===== src/hpio_cfg.svh =====
// constants for the homing, touch-probe and digital i/o object block
`ifndef HPIO_CFG_SVH
`define HPIO_CFG_SVH
// object indices and sub-indices
`define IDX_PROBE_CTRL 16'h60b8
`define IDX_PROBE_STAT 16'h60b9
`define IDX_IN_STAT 16'h60fd
`define IDX_OUT_WORD 16'h60fe
`define SUB_MAIN 8'h00
`define SUB_OUT_VALID 8'h01
`define SUB_OUT_EN 8'h02
`define OUT_SUB_COUNT 32'h0000_0002
// reset values
`define PROBE_CTRL_RST 16'h0000
`define OUT_WORD_RST 6'h00
// widths
`define N_GP_IN 14
`define N_GP_OUT 6
// probe control / status fields, probe two sits one byte up
`define PC_EN 0
`define PC_MODE 1
`define PC_SRC 2
`define PC_RISE 4
`define PC_FALL 5
`define P2_OFS 8
`define PS_EN 0
`define PS_RISE 1
`define PS_FALL 2
// output word fields
`define OUT_LSB 16
`define OUT_MSB 21
// input status fields
`define IS_NEG 0
`define IS_POS 1
`define IS_HOME 2
`define IS_GP_LSB 4
`define IS_GP_MSB 17
`define IS_ESTOP 23
`define IS_INPOS 24
`define IS_BRAKE 25
`define IS_PRB1 26
`define IS_PRB2 27
`define IS_Z 31
// homing method codes
`define HM_FIRST_SW 8'h0a
`define HM_POS_FAR_FALL 8'h0a
`define HM_NEG_NEAR_FALL 8'h0b
`define HM_NEG_NEAR_RISE 8'h0c
`define HM_NEG_FAR_RISE 8'h0d
`define HM_NEG_FAR_FALL 8'h0e
`define HM_NOZ_FIRST 8'h1a
`define HM_NOZ_LAST 8'h1e
`define HM_NOZ_SHIFT 8'h10
`define HM_Z_NEG 8'h21
`define HM_Z_POS 8'h22
`define HM_HERE 8'h23
`endif


===== src/hpio_pkg.sv =====
// types shared by the homing, touch-probe and digital i/o object block
`default_nettype none
package hpio_pkg;
    typedef struct packed {
        logic wr;
        logic rd;
        logic [15:0] index;
        logic [7:0] sub;
        logic [31:0] wdata;
    } obj_req_s;
    typedef struct packed {
        logic ack;
        logic err;
        logic [31:0] rdata;
    } obj_rsp_s;
    typedef struct packed {
        logic neg_limit;
        logic positive_overtravel_limit;
        logic home_switch;
        logic [13:0] gp_in;
        logic emergency_stop;
        logic in_position_speed_match_torque_limit;
        logic brake;
        logic outside_latch_input_one;
        logic outside_latch_input_two;
        logic index_pulse;
    } pins_s;
    typedef struct packed {
        pins_s s1;
        pins_s s2;
        pins_s s3;
        pins_s clean;
    } sync_state_s;
    typedef struct packed {
        logic en;
        logic cont;
        logic src_index;
        logic rise_en;
        logic fall_en;
    } probe_cfg_s;
    typedef struct packed {
        logic en;
        logic rise_done;
        logic fall_done;
    } probe_stat_s;
    typedef struct packed {
        logic sig_q;
        logic en_q;
        logic locked;
        logic rise_done;
        logic fall_done;
        logic cap_rise;
        logic cap_fall;
    } probe_state_s;
    typedef struct packed {
        logic dir_pos;
        logic fast;
        logic slow;
    } home_cmd_s;
    typedef enum logic [2:0] {
        H_IDLE = 3'h0,
        H_FAST = 3'h1,
        H_SLOW = 3'h3,
        H_WAITZ = 3'h2,
        H_DONE = 3'h6,
        H_FAULT = 3'h4
    } home_state_e;
endpackage
`default_nettype wire


===== src/homing_probe_io_objects.sv =====
// homing sequencer, touch-probe objects and digital i/o objects of the drive
//
// Operation
// - method 10: positive, far-side switch fall, index
// - method 11: negative, near-side switch fall, index
// - method 12: negative, near-side switch rise, index
// - methods 13/14: negative, far-side rise/fall, index
// - methods 26-30: as 10-14, home at switch
// - methods 33/34: index only, negative/positive
// - method 35: present position is home, no motion
// - control bits 0/8 enable probes one/two
// - control bits 1/9: single or continuous capture
// - control bit 2: probe one latch pin or index
// - control bit 10: probe two latch pin or index
// - control bits 4/5 arm probe one edges
// - control bits 12/13 arm probe two edges
// - output valid word bits 16-21, reset zero
// - output enable word bits 16-21, reset zero
`default_nettype none
`include "hpio_cfg.svh"
module homing_probe_io_objects (
    input wire logic i_clk,
    input wire logic i_rst_n,
    input wire hpio_pkg::obj_req_s i_obj,
    output hpio_pkg::obj_rsp_s o_obj,
    input wire hpio_pkg::pins_s i_pins,
    input wire logic [5:0] i_dev_out,
    output logic [5:0] o_gp_out,
    output logic o_probe1_rise,
    output logic o_probe1_fall,
    output logic o_probe2_rise,
    output logic o_probe2_fall,
    input wire logic i_home_start,
    input wire logic [7:0] i_home_method,
    output hpio_pkg::home_cmd_s o_home_cmd,
    output logic o_home_set,
    output logic o_home_done,
    output logic o_home_err
);
    import hpio_pkg::*;

    typedef struct packed {
        logic [15:0] probe_ctrl;
        logic [5:0] out_valid;
        logic [5:0] out_en;
        logic [5:0] gp_out;
        obj_rsp_s rsp;
        home_state_e hstate;
        logic dir_pos;
        logic use_index;
        logic qual_fall;
        logic far_side;
        logic seen;
        logic sw_q;
        logic z_q;
        logic home_set;
        logic fast;
        logic slow;
    } main_state_s;

    main_state_s st_q;
    main_state_s st_d;
    pins_s pins;
    probe_cfg_s cfg1;
    probe_cfg_s cfg2;
    probe_stat_s stat1;
    probe_stat_s stat2;
    logic sw_rise;
    logic sw_fall;
    logic z_rise;
    logic [7:0] base_m;
    logic no_index;
    logic idle_like;

    ////////////////////////////////////////////////////////////////////////
    // field helpers

    function automatic probe_cfg_s ctrl_to_cfg(input logic [7:0] c);
        probe_cfg_s r;
        r.en = c[`PC_EN];
        r.cont = c[`PC_MODE];
        r.src_index = c[`PC_SRC];
        r.rise_en = c[`PC_RISE];
        r.fall_en = c[`PC_FALL];
        return r;
    endfunction

    function automatic logic [31:0] in_word(input pins_s p);
        logic [31:0] w;
        w = '0;
        w[`IS_NEG] = p.neg_limit;
        w[`IS_POS] = p.positive_overtravel_limit;
        w[`IS_HOME] = p.home_switch;
        w[`IS_GP_MSB:`IS_GP_LSB] = p.gp_in;
        w[`IS_ESTOP] = p.emergency_stop;
        w[`IS_INPOS] = p.in_position_speed_match_torque_limit;
        w[`IS_BRAKE] = p.brake;
        w[`IS_PRB1] = p.outside_latch_input_one;
        w[`IS_PRB2] = p.outside_latch_input_two;
        w[`IS_Z] = p.index_pulse;
        return w;
    endfunction

    function automatic logic [31:0] probe_word(input probe_stat_s a,
        input probe_stat_s b);
        logic [31:0] w;
        w = '0;
        w[`PS_EN] = a.en;
        w[`PS_RISE] = a.rise_done;
        w[`PS_FALL] = a.fall_done;
        w[`PS_EN + `P2_OFS] = b.en;
        w[`PS_RISE + `P2_OFS] = b.rise_done;
        w[`PS_FALL + `P2_OFS] = b.fall_done;
        return w;
    endfunction

    ////////////////////////////////////////////////////////////////////////
    // pins and probe channels

    pin_sync u_sync (
        .i_clk(i_clk),
        .i_rst_n(i_rst_n),
        .i_pins(i_pins),
        .o_pins(pins)
    );

    assign cfg1 = ctrl_to_cfg(st_q.probe_ctrl[7:0]);
    assign cfg2 = ctrl_to_cfg(st_q.probe_ctrl[15:8]);

    probe_channel u_probe1 (
        .i_clk(i_clk),
        .i_rst_n(i_rst_n),
        .i_cfg(cfg1),
        .i_latch_pin(pins.outside_latch_input_one),
        .i_index(pins.index_pulse),
        .o_stat(stat1),
        .o_cap_rise(o_probe1_rise),
        .o_cap_fall(o_probe1_fall)
    );

    probe_channel u_probe2 (
        .i_clk(i_clk),
        .i_rst_n(i_rst_n),
        .i_cfg(cfg2),
        .i_latch_pin(pins.outside_latch_input_two),
        .i_index(pins.index_pulse),
        .o_stat(stat2),
        .o_cap_rise(o_probe2_rise),
        .o_cap_fall(o_probe2_fall)
    );

    ////////////////////////////////////////////////////////////////////////
    // next state

    always_comb
    begin
        st_d = st_q;
        sw_rise = pins.home_switch && !st_q.sw_q;
        sw_fall = !pins.home_switch && st_q.sw_q;
        z_rise = pins.index_pulse && !st_q.z_q;
        no_index = (i_home_method >= `HM_NOZ_FIRST) && (i_home_method <= `HM_NOZ_LAST);
        base_m = no_index ? i_home_method - `HM_NOZ_SHIFT : i_home_method;
        idle_like = (st_q.hstate == H_IDLE) || (st_q.hstate == H_DONE)
            || (st_q.hstate == H_FAULT);
        st_d.sw_q = pins.home_switch;
        st_d.z_q = pins.index_pulse;
        st_d.home_set = 1'b0;

        // object access: answer one cycle after the request
        st_d.rsp.ack = i_obj.wr || i_obj.rd;
        st_d.rsp.err = 1'b0;
        st_d.rsp.rdata = '0;
        if (i_obj.wr)
        begin
            if (i_obj.index == `IDX_PROBE_CTRL && i_obj.sub == `SUB_MAIN)
                st_d.probe_ctrl = i_obj.wdata[15:0];
            else if (i_obj.index == `IDX_OUT_WORD && i_obj.sub == `SUB_OUT_VALID)
                st_d.out_valid = i_obj.wdata[`OUT_MSB:`OUT_LSB];
            else if (i_obj.index == `IDX_OUT_WORD && i_obj.sub == `SUB_OUT_EN)
                st_d.out_en = i_obj.wdata[`OUT_MSB:`OUT_LSB];
            else
                st_d.rsp.err = 1'b1;
        end
        else if (i_obj.rd)
        begin
            unique case (i_obj.index)
                `IDX_PROBE_CTRL:
                    st_d.rsp.rdata = {16'h0000, st_q.probe_ctrl};
                `IDX_PROBE_STAT:
                    st_d.rsp.rdata = probe_word(stat1, stat2);
                `IDX_IN_STAT:
                    st_d.rsp.rdata = in_word(pins);
                `IDX_OUT_WORD:
                begin
                    if (i_obj.sub == `SUB_MAIN)
                        st_d.rsp.rdata = `OUT_SUB_COUNT;
                    else if (i_obj.sub == `SUB_OUT_VALID)
                        st_d.rsp.rdata[`OUT_MSB:`OUT_LSB] = st_q.out_valid;
                    else if (i_obj.sub == `SUB_OUT_EN)
                        st_d.rsp.rdata[`OUT_MSB:`OUT_LSB] = st_q.out_en;
                    else
                        st_d.rsp.err = 1'b1;
                end
                default:
                    st_d.rsp.err = 1'b1;
            endcase
            if ((i_obj.index != `IDX_OUT_WORD) && (i_obj.sub != `SUB_MAIN))
            begin
                st_d.rsp.err = 1'b1;
                st_d.rsp.rdata = '0;
            end
        end

        // general outputs
        st_d.gp_out = (st_q.out_en & st_q.out_valid)
            | (~st_q.out_en & i_dev_out);

        // homing sequencer
        unique case (st_q.hstate)
            H_IDLE, H_DONE, H_FAULT:
            begin
                st_d.fast = 1'b0;
                st_d.slow = 1'b0;
            end
            H_FAST:
            begin
                // switch entry is the slow-down point
                if (sw_rise)
                begin
                    st_d.hstate = H_SLOW;
                    st_d.fast = 1'b0;
                    st_d.slow = 1'b1;
                    st_d.seen = !st_q.qual_fall;
                end
            end
            H_SLOW:
            begin
                if (sw_fall)
                    st_d.seen = 1'b1;
                if (st_d.seen && !(st_q.far_side && pins.home_switch))
                begin
                    if (st_q.use_index)
                        st_d.hstate = H_WAITZ;
                    else
                    begin
                        st_d.hstate = H_DONE;
                        st_d.slow = 1'b0;
                        st_d.home_set = 1'b1;
                    end
                end
            end
            H_WAITZ:
            begin
                if (z_rise)
                begin
                    st_d.hstate = H_DONE;
                    st_d.slow = 1'b0;
                    st_d.home_set = 1'b1;
                end
            end
            default:
            begin
                st_d.hstate = H_FAULT;
                st_d.fast = 1'b0;
                st_d.slow = 1'b0;
            end
        endcase

        // a start request is taken only while no search is running
        if (i_home_start && idle_like)
        begin
            st_d.use_index = !no_index;
            st_d.seen = 1'b0;
            st_d.fast = 1'b1;
            st_d.slow = 1'b0;
            st_d.hstate = H_FAST;
            st_d.dir_pos = 1'b0;
            st_d.far_side = 1'b0;
            st_d.qual_fall = 1'b0;
            unique case (base_m)
                `HM_POS_FAR_FALL:
                begin
                    st_d.dir_pos = 1'b1;
                    st_d.far_side = 1'b1;
                    st_d.qual_fall = 1'b1;
                end
                `HM_NEG_NEAR_FALL:
                    st_d.qual_fall = 1'b1;
                `HM_NEG_NEAR_RISE:
                    st_d.qual_fall = 1'b0;
                `HM_NEG_FAR_RISE:
                    st_d.far_side = 1'b1;
                `HM_NEG_FAR_FALL:
                begin
                    st_d.far_side = 1'b1;
                    st_d.qual_fall = 1'b1;
                end
                `HM_Z_NEG, `HM_Z_POS:
                begin
                    st_d.dir_pos = (i_home_method == `HM_Z_POS);
                    st_d.use_index = 1'b1;
                    st_d.fast = 1'b0;
                    st_d.slow = 1'b1;
                    st_d.hstate = H_WAITZ;
                end
                `HM_HERE:
                begin
                    st_d.fast = 1'b0;
                    st_d.hstate = H_DONE;
                    st_d.home_set = 1'b1;
                end
                default:
                begin
                    st_d.fast = 1'b0;
                    st_d.hstate = H_FAULT;
                end
            endcase
            if (no_index && (i_home_method == `HM_Z_NEG || i_home_method == `HM_Z_POS
                || i_home_method == `HM_HERE))
                st_d.hstate = H_FAULT;
        end
    end

    ////////////////////////////////////////////////////////////////////////
    // registers

    always_ff @(posedge i_clk)
    begin
        if (!i_rst_n)
        begin
            st_q <= '0;
            st_q.probe_ctrl <= `PROBE_CTRL_RST;
            st_q.out_valid <= `OUT_WORD_RST;
            st_q.out_en <= `OUT_WORD_RST;
            st_q.hstate <= H_IDLE;
        end
        else
            st_q <= st_d;
    end

    ////////////////////////////////////////////////////////////////////////
    // outputs

    assign o_obj = st_q.rsp;
    assign o_gp_out = st_q.gp_out;
    assign o_home_cmd = '{dir_pos: st_q.dir_pos, fast: st_q.fast, slow: st_q.slow};
    assign o_home_set = st_q.home_set;
    assign o_home_done = (st_q.hstate == H_DONE);
    assign o_home_err = (st_q.hstate == H_FAULT);
endmodule
`default_nettype wire


===== src/pin_sync.sv =====
// three-stage synchroniser for the drive's input pins
`default_nettype none
`include "hpio_cfg.svh"
module pin_sync (
    input wire logic i_clk,
    input wire logic i_rst_n,
    input wire hpio_pkg::pins_s i_pins,
    output hpio_pkg::pins_s o_pins
);
    import hpio_pkg::*;

    sync_state_s st_q;
    sync_state_s st_d;

    ////////////////////////////////////////////////////////////////////////
    // a level is taken once stages two and three agree
    always_comb
    begin
        st_d = st_q;
        st_d.s1 = i_pins;
        st_d.s2 = st_q.s1;
        st_d.s3 = st_q.s2;
        st_d.clean = (st_q.s2 & st_q.s3) | (st_q.clean & (st_q.s2 | st_q.s3));
    end

    always_ff @(posedge i_clk)
    begin
        if (!i_rst_n)
            st_q <= '0;
        else
            st_q <= st_d;
    end

    assign o_pins = st_q.clean;
endmodule
`default_nettype wire


===== src/probe_channel.sv =====
// one touch-probe latch channel: source select, edge arm, single/continuous
`default_nettype none
`include "hpio_cfg.svh"
module probe_channel (
    input wire logic i_clk,
    input wire logic i_rst_n,
    input wire hpio_pkg::probe_cfg_s i_cfg,
    input wire logic i_latch_pin,
    input wire logic i_index,
    output hpio_pkg::probe_stat_s o_stat,
    output logic o_cap_rise,
    output logic o_cap_fall
);
    import hpio_pkg::*;

    probe_state_s st_q;
    probe_state_s st_d;
    logic sig;
    logic hit_r;
    logic hit_f;

    ////////////////////////////////////////////////////////////////////////
    always_comb
    begin
        st_d = st_q;
        sig = i_cfg.src_index ? i_index : i_latch_pin;
        st_d.sig_q = sig;
        st_d.en_q = i_cfg.en;
        // fresh enable re-arms and clears the executed flags
        if (i_cfg.en && !st_q.en_q)
        begin
            st_d.locked = 1'b0;
            st_d.rise_done = 1'b0;
            st_d.fall_done = 1'b0;
        end
        hit_r = i_cfg.en && i_cfg.rise_en && sig && !st_q.sig_q
            && !st_d.locked;
        hit_f = i_cfg.en && i_cfg.fall_en && !sig && st_q.sig_q
            && !st_d.locked;
        st_d.cap_rise = hit_r;
        st_d.cap_fall = hit_f;
        if (hit_r)
            st_d.rise_done = 1'b1;
        if (hit_f)
            st_d.fall_done = 1'b1;
        if ((hit_r || hit_f) && !i_cfg.cont)
            st_d.locked = 1'b1;
    end

    always_ff @(posedge i_clk)
    begin
        if (!i_rst_n)
            st_q <= '0;
        else
            st_q <= st_d;
    end

    assign o_stat = '{en: st_q.en_q, rise_done: st_q.rise_done, fall_done: st_q.fall_done};
    assign o_cap_rise = st_q.cap_rise;
    assign o_cap_fall = st_q.cap_fall;
endmodule
`default_nettype wire


===== config.mk =====
export PLATFORM = sky130hd
export DESIGN_NAME = homing_probe_io_objects
export DESIGN_NICKNAME = d
export VERILOG_FILES = /design/src/hpio_pkg.sv /design/src/homing_probe_io_objects.sv /design/src/pin_sync.sv /design/src/probe_channel.sv
export VERILOG_INCLUDE_DIRS = /design/src /design/src/src
export SDC_FILE = /design/constraint.sdc
export NUM_CORES = 1
export LEC_CHECK = 0
export BUFFER_PORTS_ARGS = -buffer_cell sky130_fd_sc_hd__clkbuf_2
export CORE_MARGIN = 2
export CORE_UTILIZATION = 54
export DETAILED_ROUTE_END_ITERATION = 16
export PLACE_DENSITY = 0.76
export SYNTH_ARGS = -nofsm -noshare
export SYNTH_HDL_FRONTEND = slang
export SYNTH_SLANG_ARGS = --single-unit

===== constraint.sdc =====
create_clock -name i_clk -period 2.2 [get_ports i_clk]
set_clock_uncertainty 0.2 [all_clocks]
set_input_delay 0.11 -clock i_clk [delete_from_list [all_inputs] [get_ports i_clk]]
set_output_delay 0.11 -clock i_clk [all_outputs]
set_load 0.02 [all_outputs]

* Word level (Yosys, flattened, before mapping)
Cells that the tools add are included.
** Storage, ports and cells
- Register bits after elaboration :: 187
- Logic and storage cells :: 252
** Cells by class
- Reductions and logical operators :: 79
- Equal/unequal tests :: 30
- Magnitude comparators :: 2
- Bitwise logic cells :: 12
- Multiplexer cells :: 56
- Add/sub/neg operators :: 1
** Operators with widths (count)
- 32-bit case mux with 4 select lines :: 1
- 33-bit two-way mux :: 2
- 16-bit by 15-bit equality test with 1-bit output, second input constant :: 4
- 8-bit by 6-bit equality test with 1-bit output, second input constant :: 6
- 23-bit bitwise AND :: 2
- 23-bit OR :: 2
- 8-bit by 4-bit equality test with 1-bit output, second input constant :: 5
- 1-bit logical AND :: 32
- 1-bit two-way mux :: 30
- 3-bit two-way mux :: 8
- 6-bit two-way mux :: 3
- 1-bit zero test :: 16
- 8-bit two-way mux :: 2
- 16-bit by 15-bit inequality test with 1-bit output, second input constant :: 1
- 6-bit bitwise AND :: 2
- 3-bit inequality test, second input constant :: 4
- 3-bit case mux with 4 select lines :: 1
- 4-bit AND reduction :: 3
- 3-bit OR reduction :: 4
- 1-bit case mux with 2 select lines :: 5
- 2-bit nonzero test :: 5
- 3-bit case mux with 3 select lines :: 1
- 8-bit by 1-bit equality test with 1-bit output, second input constant :: 1
- 8-bit by 2-bit equality test with 1-bit output, second input constant :: 1
- other kinds (22) :: 39

* Depth between registers and ports, before layout
Gate-level depths: netlist (run 1).
- Depth after elaboration :: 9
- Depth in mapped cells :: 7

* Modules after synthesis
Synthesis (run 1) repeated with hierarchy kept, for this count alone.
** Unflattened totals
- Cell total of the unflattened synthesis :: 727
- Area, all modules :: 7169.4 um2
** By module, submodules not included
- homing_probe_io_objects :: cells each 402, area an instance 3661.0 um2, times used 1
- pin_sync :: cells each 263, area an instance 2890.3 um2, times used 1
- probe_channel :: cells each 31, area an instance 309.0 um2, times used 2

* Worst setup path after synthesis (run 1)
Ideal clock, no wire load.
- Kind :: input -> register
- From :: in i_obj[55] in the netlist's numbering
- To :: reg st_q (netlist bit cfg2[2])
- Setup slack :: 0.487 ns
- Data required time :: 1.872 ns
- Path buffers :: 1
- Cell stages on the path :: 6
- Data arrival time :: 1.386 ns
- Path through :: nor4b_4 > nand4_1 > nor3_4 > buf_6 > mux2i_1 > nor2_1
** Between the ends
- Cells in the longest elaborated chain, start to end :: 3
** RTL lines
- from (decl) :: line homing_probe_io_objects.sv:24 : input wire hpio_pkg::obj_req_s i_obj,
- 16-bit by 15-bit equality test with 1-bit output
- 1-bit logical AND (no line)
- 2-bit AND reduction (no line)
- to (signal assigned) :: line homing_probe_io_objects.sv:338 : st_q <= st_d;
- to (decl) :: line homing_probe_io_objects.sv:61 : main_state_s st_q;
Every way passes these cells.
A chain may end at the register's enable or synchronous reset.

* Worst setup path in the final report (run 1)
- From :: in i_home_method[4]
- To :: reg st_q[12] in the netlist's numbering
** Between the ends
- Cells in the longest elaborated chain, start to end :: 8
- Elaborated cells between the ends (all ways) :: 24
** RTL lines
- from (decl) :: line homing_probe_io_objects.sv:34 : input wire logic [7:0] i_home_method,
- 8-bit by 5-bit greater-or-equal comparator with 1-bit output (no line) or 8-bit by 5-bit <= comparator with 1-bit output (tied branches)
- 1-bit logical AND :: line homing_probe_io_objects.sv:161 : no_index = (i_home_method >= `HM_NOZ_FIRST) && (i_home_method <= `HM_NOZ_LAST);
- 8-bit two-way mux :: line homing_probe_io_objects.sv:162 : base_m = no_index ? i_home_method - `HM_NOZ_SHIFT : i_home_method;
- 8-bit by 4-bit equality test with 1-bit output or 8-bit by 6-bit equality test with 1-bit output (tied branches) :: line homing_probe_io_objects.sv:280 : unique case (base_m)
- 5-bit OR reduction (no line) or 2-bit OR reduction (tied branches)
- 3-bit case mux with 3 select lines :: line homing_probe_io_objects.sv:280
- 3-bit two-way mux (*) :: line homing_probe_io_objects.sv:318 : if (no_index && (i_home_method == `HM_Z_NEG || i_home_method == `HM_Z_POS
- 8-bit two-way mux (*) :: line homing_probe_io_objects.sv:270 : if (i_home_start && idle_like)
Every way passes the cells marked *; elsewhere a longest branch is shown, timed or not.

==> results of run 1 <==
[cells in the final DEF (no fill, tap or decap), types with 4 or more instances in the layout]
cell           synthesis  final
mux2i_1               38     38
o21bai_1               4      4
a21oi_1               34     34
nor2_1                70     70
and4_1                 4      4
inv_1                  6      6
o21ai_1                5      5
o21ai_0               26     26
buf_4                 44     10
nor2b_1                8      8
nor3_1                 5      5
nand2b_1               5      5
nand4_1                4      4
dfxtp_1              183    183
clkbuf_16              0     17
conb_1                 1      4
clkbuf_2               0    133
inv_8                  0      5
a222oi_1               6      6
inv_6                  0      4
a22oi_1               17     17
dlygate4sd3_1          0     60
nand2_1               50     50
nand3_1                9      9
and2_1                84     84
[critical path: stages]
cell	delay [ns]
dlygate4sd3_1	0.53
clkbuf_2	0.19
ha_1	0.24
o21ai_1	0.15
a311o_1	0.39
o32ai_4	0.16
a31oi_1	0.13
o311a_1	0.30
[layout make-up]
class | count | area, um2 | area share, %
clock buffer | 17 | 425 | 4.97
clock inverter | 15 | 135 | 1.58
inverter | 8 | 30.0 | 0.351
multi-input combinational | 431 | 2710 | 31.7
sequential | 183 | 3660 | 42.8
tap | 172 | 215 | 2.51
timing repair buffer | 205 | 1380 | 16.1
[timing repair]
action / 4_1_cts / 5_1_grt
hold endpoints to repair: 66 / 0
hold buffers: 60 / 0
gates resized for setup: 0 / 2
setup endpoints to repair: 0 / 2
[metrics by stage]
| step | setup slack [ns] | utilization, % |
|---|---|---|
| final | 0.0957 | 68.7 |
| after global routing | -0.00588 | 68.7 |
| after CTS | 0.171 | 68.5 |
| after detailed placement | 0.252 | 59.2 |
| after global placement | 0.334 | 59.2 |
| after floorplan | 0.487 | - |
[kinds of logic (layout without fill, tap and decap cells)]
family          after synthesis  after routing  share of synthesized area (%)
mux                          39             39                           5.74
other cells                   1              4                         0.0550
compound gates              118            118                           11.4
buf+inv                      80            245                           7.00
fa+ha+maj                     3              3                          0.550
xor+xnor                      1              1                          0.128
simple gates                266            266                           21.5
flops                       183            183                           53.7
[state kept, by name, indices dropped and copies added, names as in the netlist, 3 cells and up]
| name | cells |
|---|---|
| u_sync.o_pins | 23 |
| cfg1 | 5 |
| cfg2 | 5 |
| u_sync.st_d | 46 |
| o_gp_out | 6 |
| o_obj | 30 |
| st_q | 27 |
| u_sync.st_q | 23 |
| u_probe2.o_stat | 3 |
| o_home_cmd | 3 |
| u_probe1.o_stat | 3 |
[power by group through the flow]
| stage | logic, mW | clock network [mW] | registers [mW] |
|---|---|---|---|
| final | 0.392 | 2.83 | 3.40 |
| after global routing | 0.428 | 3.05 | 3.41 |
| after CTS | 0.386 | 2.88 | 3.40 |
| after detailed placement | 0.301 | 0 | 3.48 |
| after global placement | 0.292 | 0 | 3.47 |
| after floorplan | 0.180 | 0 | 3.47 |
[cell usage after synthesis, drive strengths merged, types with 4 or more instances]
cell    count
buf        49
o21bai      4
o21ai      32
a22oi      17
dfxtp     183
nand3      10
a21oi      34
nand2b      5
nand4       4
nor3        7
nand2      50
inv         8
nor2b       8
nor2       71
mux2i      38
and2       84
and4        4
a311oi      4
a222oi      6
clkbuf     23
[routing by layer]
layer / up-vias / GRT usage, % / wire length (um)
li1: 2629 / - / -
met1: 2459 / 27.9 / 6660
met2: 177 / 35.8 / 7020
met3: 25 / 4.05 / 789
met4: 0 / 8.97 / 279
met5: - / 0 / 0
[path summary, 6_finish.rpt]
check                                       from               to  slack (ns)  cells after the start
worst max-delay path            i_home_method[4]         st_q[12]         0.1                      8
worst min-delay path                   i_obj[57]        o_obj[32]        0.03                      4
worst max register to register          st_q[12]         st_q[11]        0.16                      5
worst min register to register   u_sync.st_d[59]  u_sync.st_d[36]        0.23                      1
==> impl_summary.log, run 1 <==
[metrics] layout overhead on the synthesized area: 25.5%
[metrics] primary flip-flop cell chosen by synthesis mapping: dfxtp_1
[metrics] FF+latch count, synth: 183
[metrics] Inst Count DP: 939
[metrics] number of buffers inserted during clock tree synthesis: 17
[metrics] total routed wirelength: roughly 15,000 um
[metrics] number of enable-type register cells in the synthesized netlist: 0
[metrics] wire length of the first global-routing pass: roughly 23,000 um
[metrics] overall die height: between 100 and 150 um
[metrics] clock latency on the worst-skew pair: around 0.42 ns
[metrics] total global-route track usage: between 20% and 30%
[metrics] crit start category: primary input
[metrics] net load switching power: roughly 1.6 mW
[metrics] internal power component: ~5.1 mW
[metrics] Leakage: 3.52 nW
[metrics] ANT nets after route: 0
[metrics] CTS tree: built
[metrics] required time of the critical path: 2.31 ns
[metrics] sink count of the clock tree: 183
[metrics] CTS H-tree lvls: 4
[metrics] die span in x: 116 um
[metrics] async set-reset flop share out of synthesis: 0%
[metrics] vias after detailed routing: roughly 5,300
[metrics] share of power burned in combinational logic: between 5 and 6%
[metrics] ratio of total power to cell area: about 770 nW/um2
[metrics] sort of element at the end of the critical path: flop
[metrics] I/O pin cnt: about 150
[metrics] number of detailed-route iterations in the first pass: 5
[metrics] number of antenna diodes: 0
[metrics] share of power burned in the clock network: between 40 and 50%
[metrics] initial DRC count: 358
[metrics] cell area after placement: 7380 um2
[metrics] Max-Slew Margin vs Limit: 65.7%
[metrics] nets@finish: 947
[metrics] final non-filler cell total: about 1,000
[metrics] initial antenna violation count: 0
[metrics] area of all placed cells without fillers: 8560 um2
[metrics] transition at the pin with the smallest max-transition slack: 0.507 ns
[metrics] net switching fraction of the power: between 20% and 30%
[metrics] synthesized instance count: slightly below 700
[metrics] Clock Tree Root: clkbuf_16
[metrics] achievable frequency: roughly 0.48 GHz
[metrics] core outline area: about 12,000 um2
[metrics] total overflow reported by the global router: 0
[metrics] count of final max-slew check failures: 0
[metrics] number of hold violations in the final report: 0
[metrics] number of I/O port buffers: between 100 and 150
[metrics] final total power: approximately 6.6 mW
[metrics] critical path arrival: roughly 2.2 ns
[metrics] post-synth cell types: 62
[metrics] portion of synthesized cell area occupied by the leading cell type: between 50% and 60%
[metrics] DP Wirelength: between 9000 and 10,000 um
[metrics] outcome: finished clean
[metrics] final count of negative-setup-slack endpoints: 0
[metrics] cell types occupying the most area after synthesis: dfxtp_1 (54%), and2_1 (7.7%), mux2i_1 (5.6%), buf_4 (4.8%), nor2_1 (3.9%)
[metrics] via count of the first global-routing pass: 4,918
[metrics] number of buffers added for setup after CTS: 0
[metrics] Setup TNS: 0 ns
[metrics] Filler Cells Inserted: a little under 1,000
[metrics] site row count: 41
[metrics] DR DRC count: 0
[metrics] starting utilization of the core area: between 50% and 60%
[metrics] post-route minimum period: 2.10 ns
[metrics] Peak VDD IR: between 0.0005 and 0.0006 V
[metrics] overall die area: about 14,000 um2
[metrics] sequential cell fraction of total power: between 50% and 60%
[metrics] register area share after synthesis: 53.7%
[metrics] Cell Area, Synth: about 6800 um2
[metrics] Avg Cell Area, Syn: roughly 9.9 um2
[metrics] drt via density: approximately 5.1
[metrics] cell taking the most area after synthesis: dfxtp_1
[metrics] maximum fanout along the worst path: 6
[metrics] period utilization: 95.6%
[metrics] warnings from Yosys: 0
[metrics] Worst Hold Slack: around 0.028 ns
[metrics] Max Root-Sink Buffers: 2
[metrics] clock transition at the registers of the reported paths: about 0.070 ns
[metrics] path type of the worst min-delay path: primary input to flop
[metrics] Maximum Capacitance Violations: 0
[metrics] WL per Instance: 14.3 um
[metrics] final weighted congestion in routability-driven placement: roughly 0.87
[metrics] Worst Path Class, Setup: primary input to flop
[metrics] share of post-route cells with drive strength above 1: a little under a quarter
[metrics] maximum number of pins on one net before global-route repair: 50
(Power assumes the default switching activity.)
==> run 2, diff against run 1 <==
Clock period 2.2 ns to 2 ns, I/O delays scaled along.
==> run 2 against run 1 <==
  * Non-clock buffer count rose by 4
  * First-iteration DRC count fell by 15%
  * Utilization rose by 0.43 points
  * Via count rose by 1.7%
  * Sequential share of layout area fell by 0.24 points
  * Setup slack got worse by 0.018 ns
  * Largest power group unchanged
  * Register-to-register slack barely moved
  * Design area rose by 0.63%
==> impl_summary.log, run 2 (same netlist as run 1, synthesis figures left out) <==
[metrics] outcome: finished clean (unchanged)
[metrics] worst flop-to-flop path startpoint: st_q[12] (unchanged)
[metrics] Slowest Stage Delay on Critical Path: 0.56 ns (was 0.53 ns)
[metrics] wire length of the first global-routing pass: 23,400 um (was 23,000 um)
[metrics] Max Root-Sink Buffers: 2 (unchanged)
[metrics] final setup margin: 0.0775 ns (was 0.0957 ns)
[metrics] critical path arrival: 2.07 ns (was 2.21 ns)
[metrics] Inst Count DP: 943 (was 939)
[metrics] period utilization: a little over nine tenths
[metrics] Filler Cells Inserted: 937 (was 965)
[metrics] drt via density: 5.20 (was 5.13)
[metrics] final weighted congestion in routability-driven placement: 0.849 (was 0.869)
[metrics] share of post-route cells with drive strength above 1: 23.5% (was 22.6%)
[metrics] core outline area: 12,500 um2 (unchanged)
[metrics] Max-Slew Margin vs Limit: 67.4% (was 65.7%)
[metrics] pre-CTS WS: 0.0815 ns (was 0.252 ns)
[metrics] final non-filler cell total: 1,035 (was 1,031)
[metrics] startpoint of the tightest hold check path: i_obj[57] (unchanged)
[metrics] required time of the critical path: 2.14 ns (was 2.31 ns)
[metrics] ANT nets after route: 0 (unchanged)
[metrics] total routed wirelength: 15,000 um (was 14,700 um)
[metrics] via count of the first global-routing pass: 5,070 (was 4,918)
[metrics] storage element area: 3670 um2 (was 3660 um2)
[metrics] number of buffers inserted during clock tree synthesis: 17 (unchanged)
[metrics] overall die area: 13,600 um2 (unchanged)
[metrics] number of buffers added for setup after CTS: 0 (unchanged)
[metrics] area of all placed cells without fillers: 8620 um2 (was 8560 um2)
[metrics] clock latency on the worst-skew pair: 0.42 ns (about the same)
[metrics] DP Wirelength: 9820 um (was 9800 um)
[metrics] CTS tree: built (unchanged)
[metrics] DR DRC count: 0 (unchanged)
[metrics] layout overhead on the synthesized area: 26.3% (was 25.5%)
[metrics] WL per Instance: 14.5 um (was 14.3 um)
[metrics] nets@finish: 951 (was 947)
[metrics] number of I/O port buffers: 133 (unchanged)
[metrics] leading cell type in the layout, fill and taps excluded: dfxtp_1 (unchanged)
[metrics] sort of element at the end of the critical path: flop (unchanged)
[metrics] starting utilization of the core area: 54.7% (unchanged)
[metrics] CTS H-tree lvls: 4 (unchanged)
[metrics] path type of the worst min-delay path: primary input to flop (unchanged)
[metrics] register-to-register setup slack: 0.15 ns (was 0.16 ns)
[metrics] capturing instance or port of the critical path: st_q[10] (was st_q[12])
[metrics] flip-flop count of the largest register, all copies and words added: 46 (unchanged)
[metrics] initial antenna violation count: 0 (unchanged)
[metrics] die span in x: 116 um (unchanged)
[metrics] number of antenna diodes: 0 (unchanged)
[metrics] clock transition at the registers of the reported paths: 0.06 ns (was 0.07 ns)
[metrics] Maximum Capacitance Violations: 0 (unchanged)
[metrics] leading cell types in the layout, fill and taps excluded: dfxtp_1 (181), clkbuf_2 (133), and2_1 (84) (was dfxtp_1 (183), clkbuf_2 (133), and2_1 (84))
[metrics] overall die height: 116 um (unchanged)
[metrics] cell area after placement: 7410 um2 (was 7380 um2)
[metrics] category of cells accounting for the largest share of critical-path delay: buffers and inverters (was compound AO/OA/AOI/OAI gates)
[metrics] vias after detailed routing: 5,381 (was 5,290)
[metrics] maximum number of pins on one net before global-route repair: 101 (was 50)
[metrics] Peak VDD IR: 0.000543 V (was 0.000546 V)
[metrics] final core occ: 69.1% (was 68.7%)
[metrics] Leakage: 3.55 nW (was 3.52 nW)
[metrics] total global-route track usage: 22.3% (was 21.6%)
[metrics] count of final max-slew check failures: 0 (unchanged)
[metrics] crit start category: primary input (unchanged)
[metrics] transition at the pin with the smallest max-transition slack: 0.483 ns (was 0.507 ns)
[metrics] worst r2r dst: st_q[11] (unchanged)
[metrics] final total power: 7.39 mW (was 6.63 mW)
[metrics] I/O pin cnt: 148 (unchanged)
[metrics] number of cells traversed by the worst register-to-register path: 5 (unchanged)
[metrics] number of hold violations in the final report: 0 (unchanged)
[metrics] final count of negative-setup-slack endpoints: 0 (unchanged)
[metrics] achievable frequency: between 0.5 and 0.6 GHz
[metrics] sink count of the clock tree: 183 (unchanged)
[metrics] Crit-path slowest cell: dlygate4sd3_1 (unchanged)
[metrics] number of detailed-route iterations in the first pass: 5 (unchanged)
[metrics] Worst Hold Slack: 0.0403 ns (was 0.0279 ns)
[metrics] crit path cell chain: dlygate4sd3_1, clkbuf_2, and3_1, a311o_1, o32ai_2, buf_4, nand3_1, a21oi_1 (was dlygate4sd3_1, clkbuf_2, ha_1, o21ai_1, a311o_1, o32ai_4, a31oi_1, o311a_1)
[metrics] initial DRC count: 306 (was 358)
[metrics] Clock Tree Root: clkbuf_16 (unchanged)
[metrics] Setup TNS: 0 ns (unchanged)
[metrics] maximum fanout along the worst path: 11 (was 6)
[metrics] site row count: 41 (unchanged)
[metrics] count of cell instances traversed by the critical path: 8 (unchanged)
[metrics] worst path bufs/invs: 3 (was 2)
[metrics] post-route minimum period: a little under 2 ns
[metrics] area of the multi-input gates: 2710 um2 (about the same)
[metrics] ratio of total power to cell area: 858 nW/um2 (was 774 nW/um2)
[metrics] startpoint of the most critical setup path: i_home_method[1] (was i_home_method[4])
[metrics] Worst Path Class, Setup: primary input to flop (unchanged)
[metrics] total overflow reported by the global router: 0 (unchanged)
[run 2: changes by cell type in the layout (fill, tap and decap cells not counted), moves of 2 or more]
cell	previous run	this run
clkinvlp_4	1	3
dfxtp_1	183	181
dfxtp_2	0	2
buf_4	10	14
inv_8	5	2
[run 2: worst min path at each step]
| stage | to | slack, ns | cells after the start |
|---|---|---|---|
| after detailed placement | u_sync.st_d[47] | 0.11 | 2 |
| after global placement | u_sync.st_d[62] | 0.11 | 2 |
| final | o_obj[32] | 0.04 | 4 |
| after CTS | o_obj[32] | 0.01 | 4 |
| after floorplan | o_obj[33] | 0.02 | 2 |
| after global routing | o_home_cmd[2] | 0.04 | 4 |
[run 2: worst register-to-register path: stages, from the launching register on]
cell and delay (ns):
dfxtp_1 0.38, nor4bb_1 0.32, a211oi_1 0.12, a311oi_2 0.29, o21ai_1 0.11, a221oi_1 0.31
[run 2: what timing repair did]
action / in CTS / in global routing
gates resized for setup: 0 / 6
endpoints found under the hold margin: 73 / 0
hold buffers: 60 / 0
setup endpoints to repair: 0 / 4
[run 2: final cells by class]
cell class / instances / area share, %
Clock buffer: 18 / 5.10
Multi-Input combinational cell: 431 / 31.5
Inverter: 8 / 0.349
Sequential cell: 183 / 42.6
Timing Repair Buffer: 209 / 16.4
Tap cell: 172 / 2.50
Clock inverter: 14 / 1.64
[run 2: per-layer routing]
metal / vias up / GRT usage (%) / part of all wire (%) / wire (um)
li1: 2640 / - / - / -
met1: 2469 / 27.4 / 43 / 6440
met2: 234 / 37.2 / 48 / 7220
met3: 38 / 6.12 / 6.6 / 998
met4: 0 / 9.29 / 2.4 / 354
met5: - / 0 / 0 / 0
[run 2: report_power, final]
group / total (mW) / switching, mW / internal, mW
Sequential: 3.74 / 0.0298 / 3.71
Clock: 3.21 / 1.43 / 1.78
Combinational: 0.440 / 0.213 / 0.227
Total: 7.39 / 1.67 / 5.72
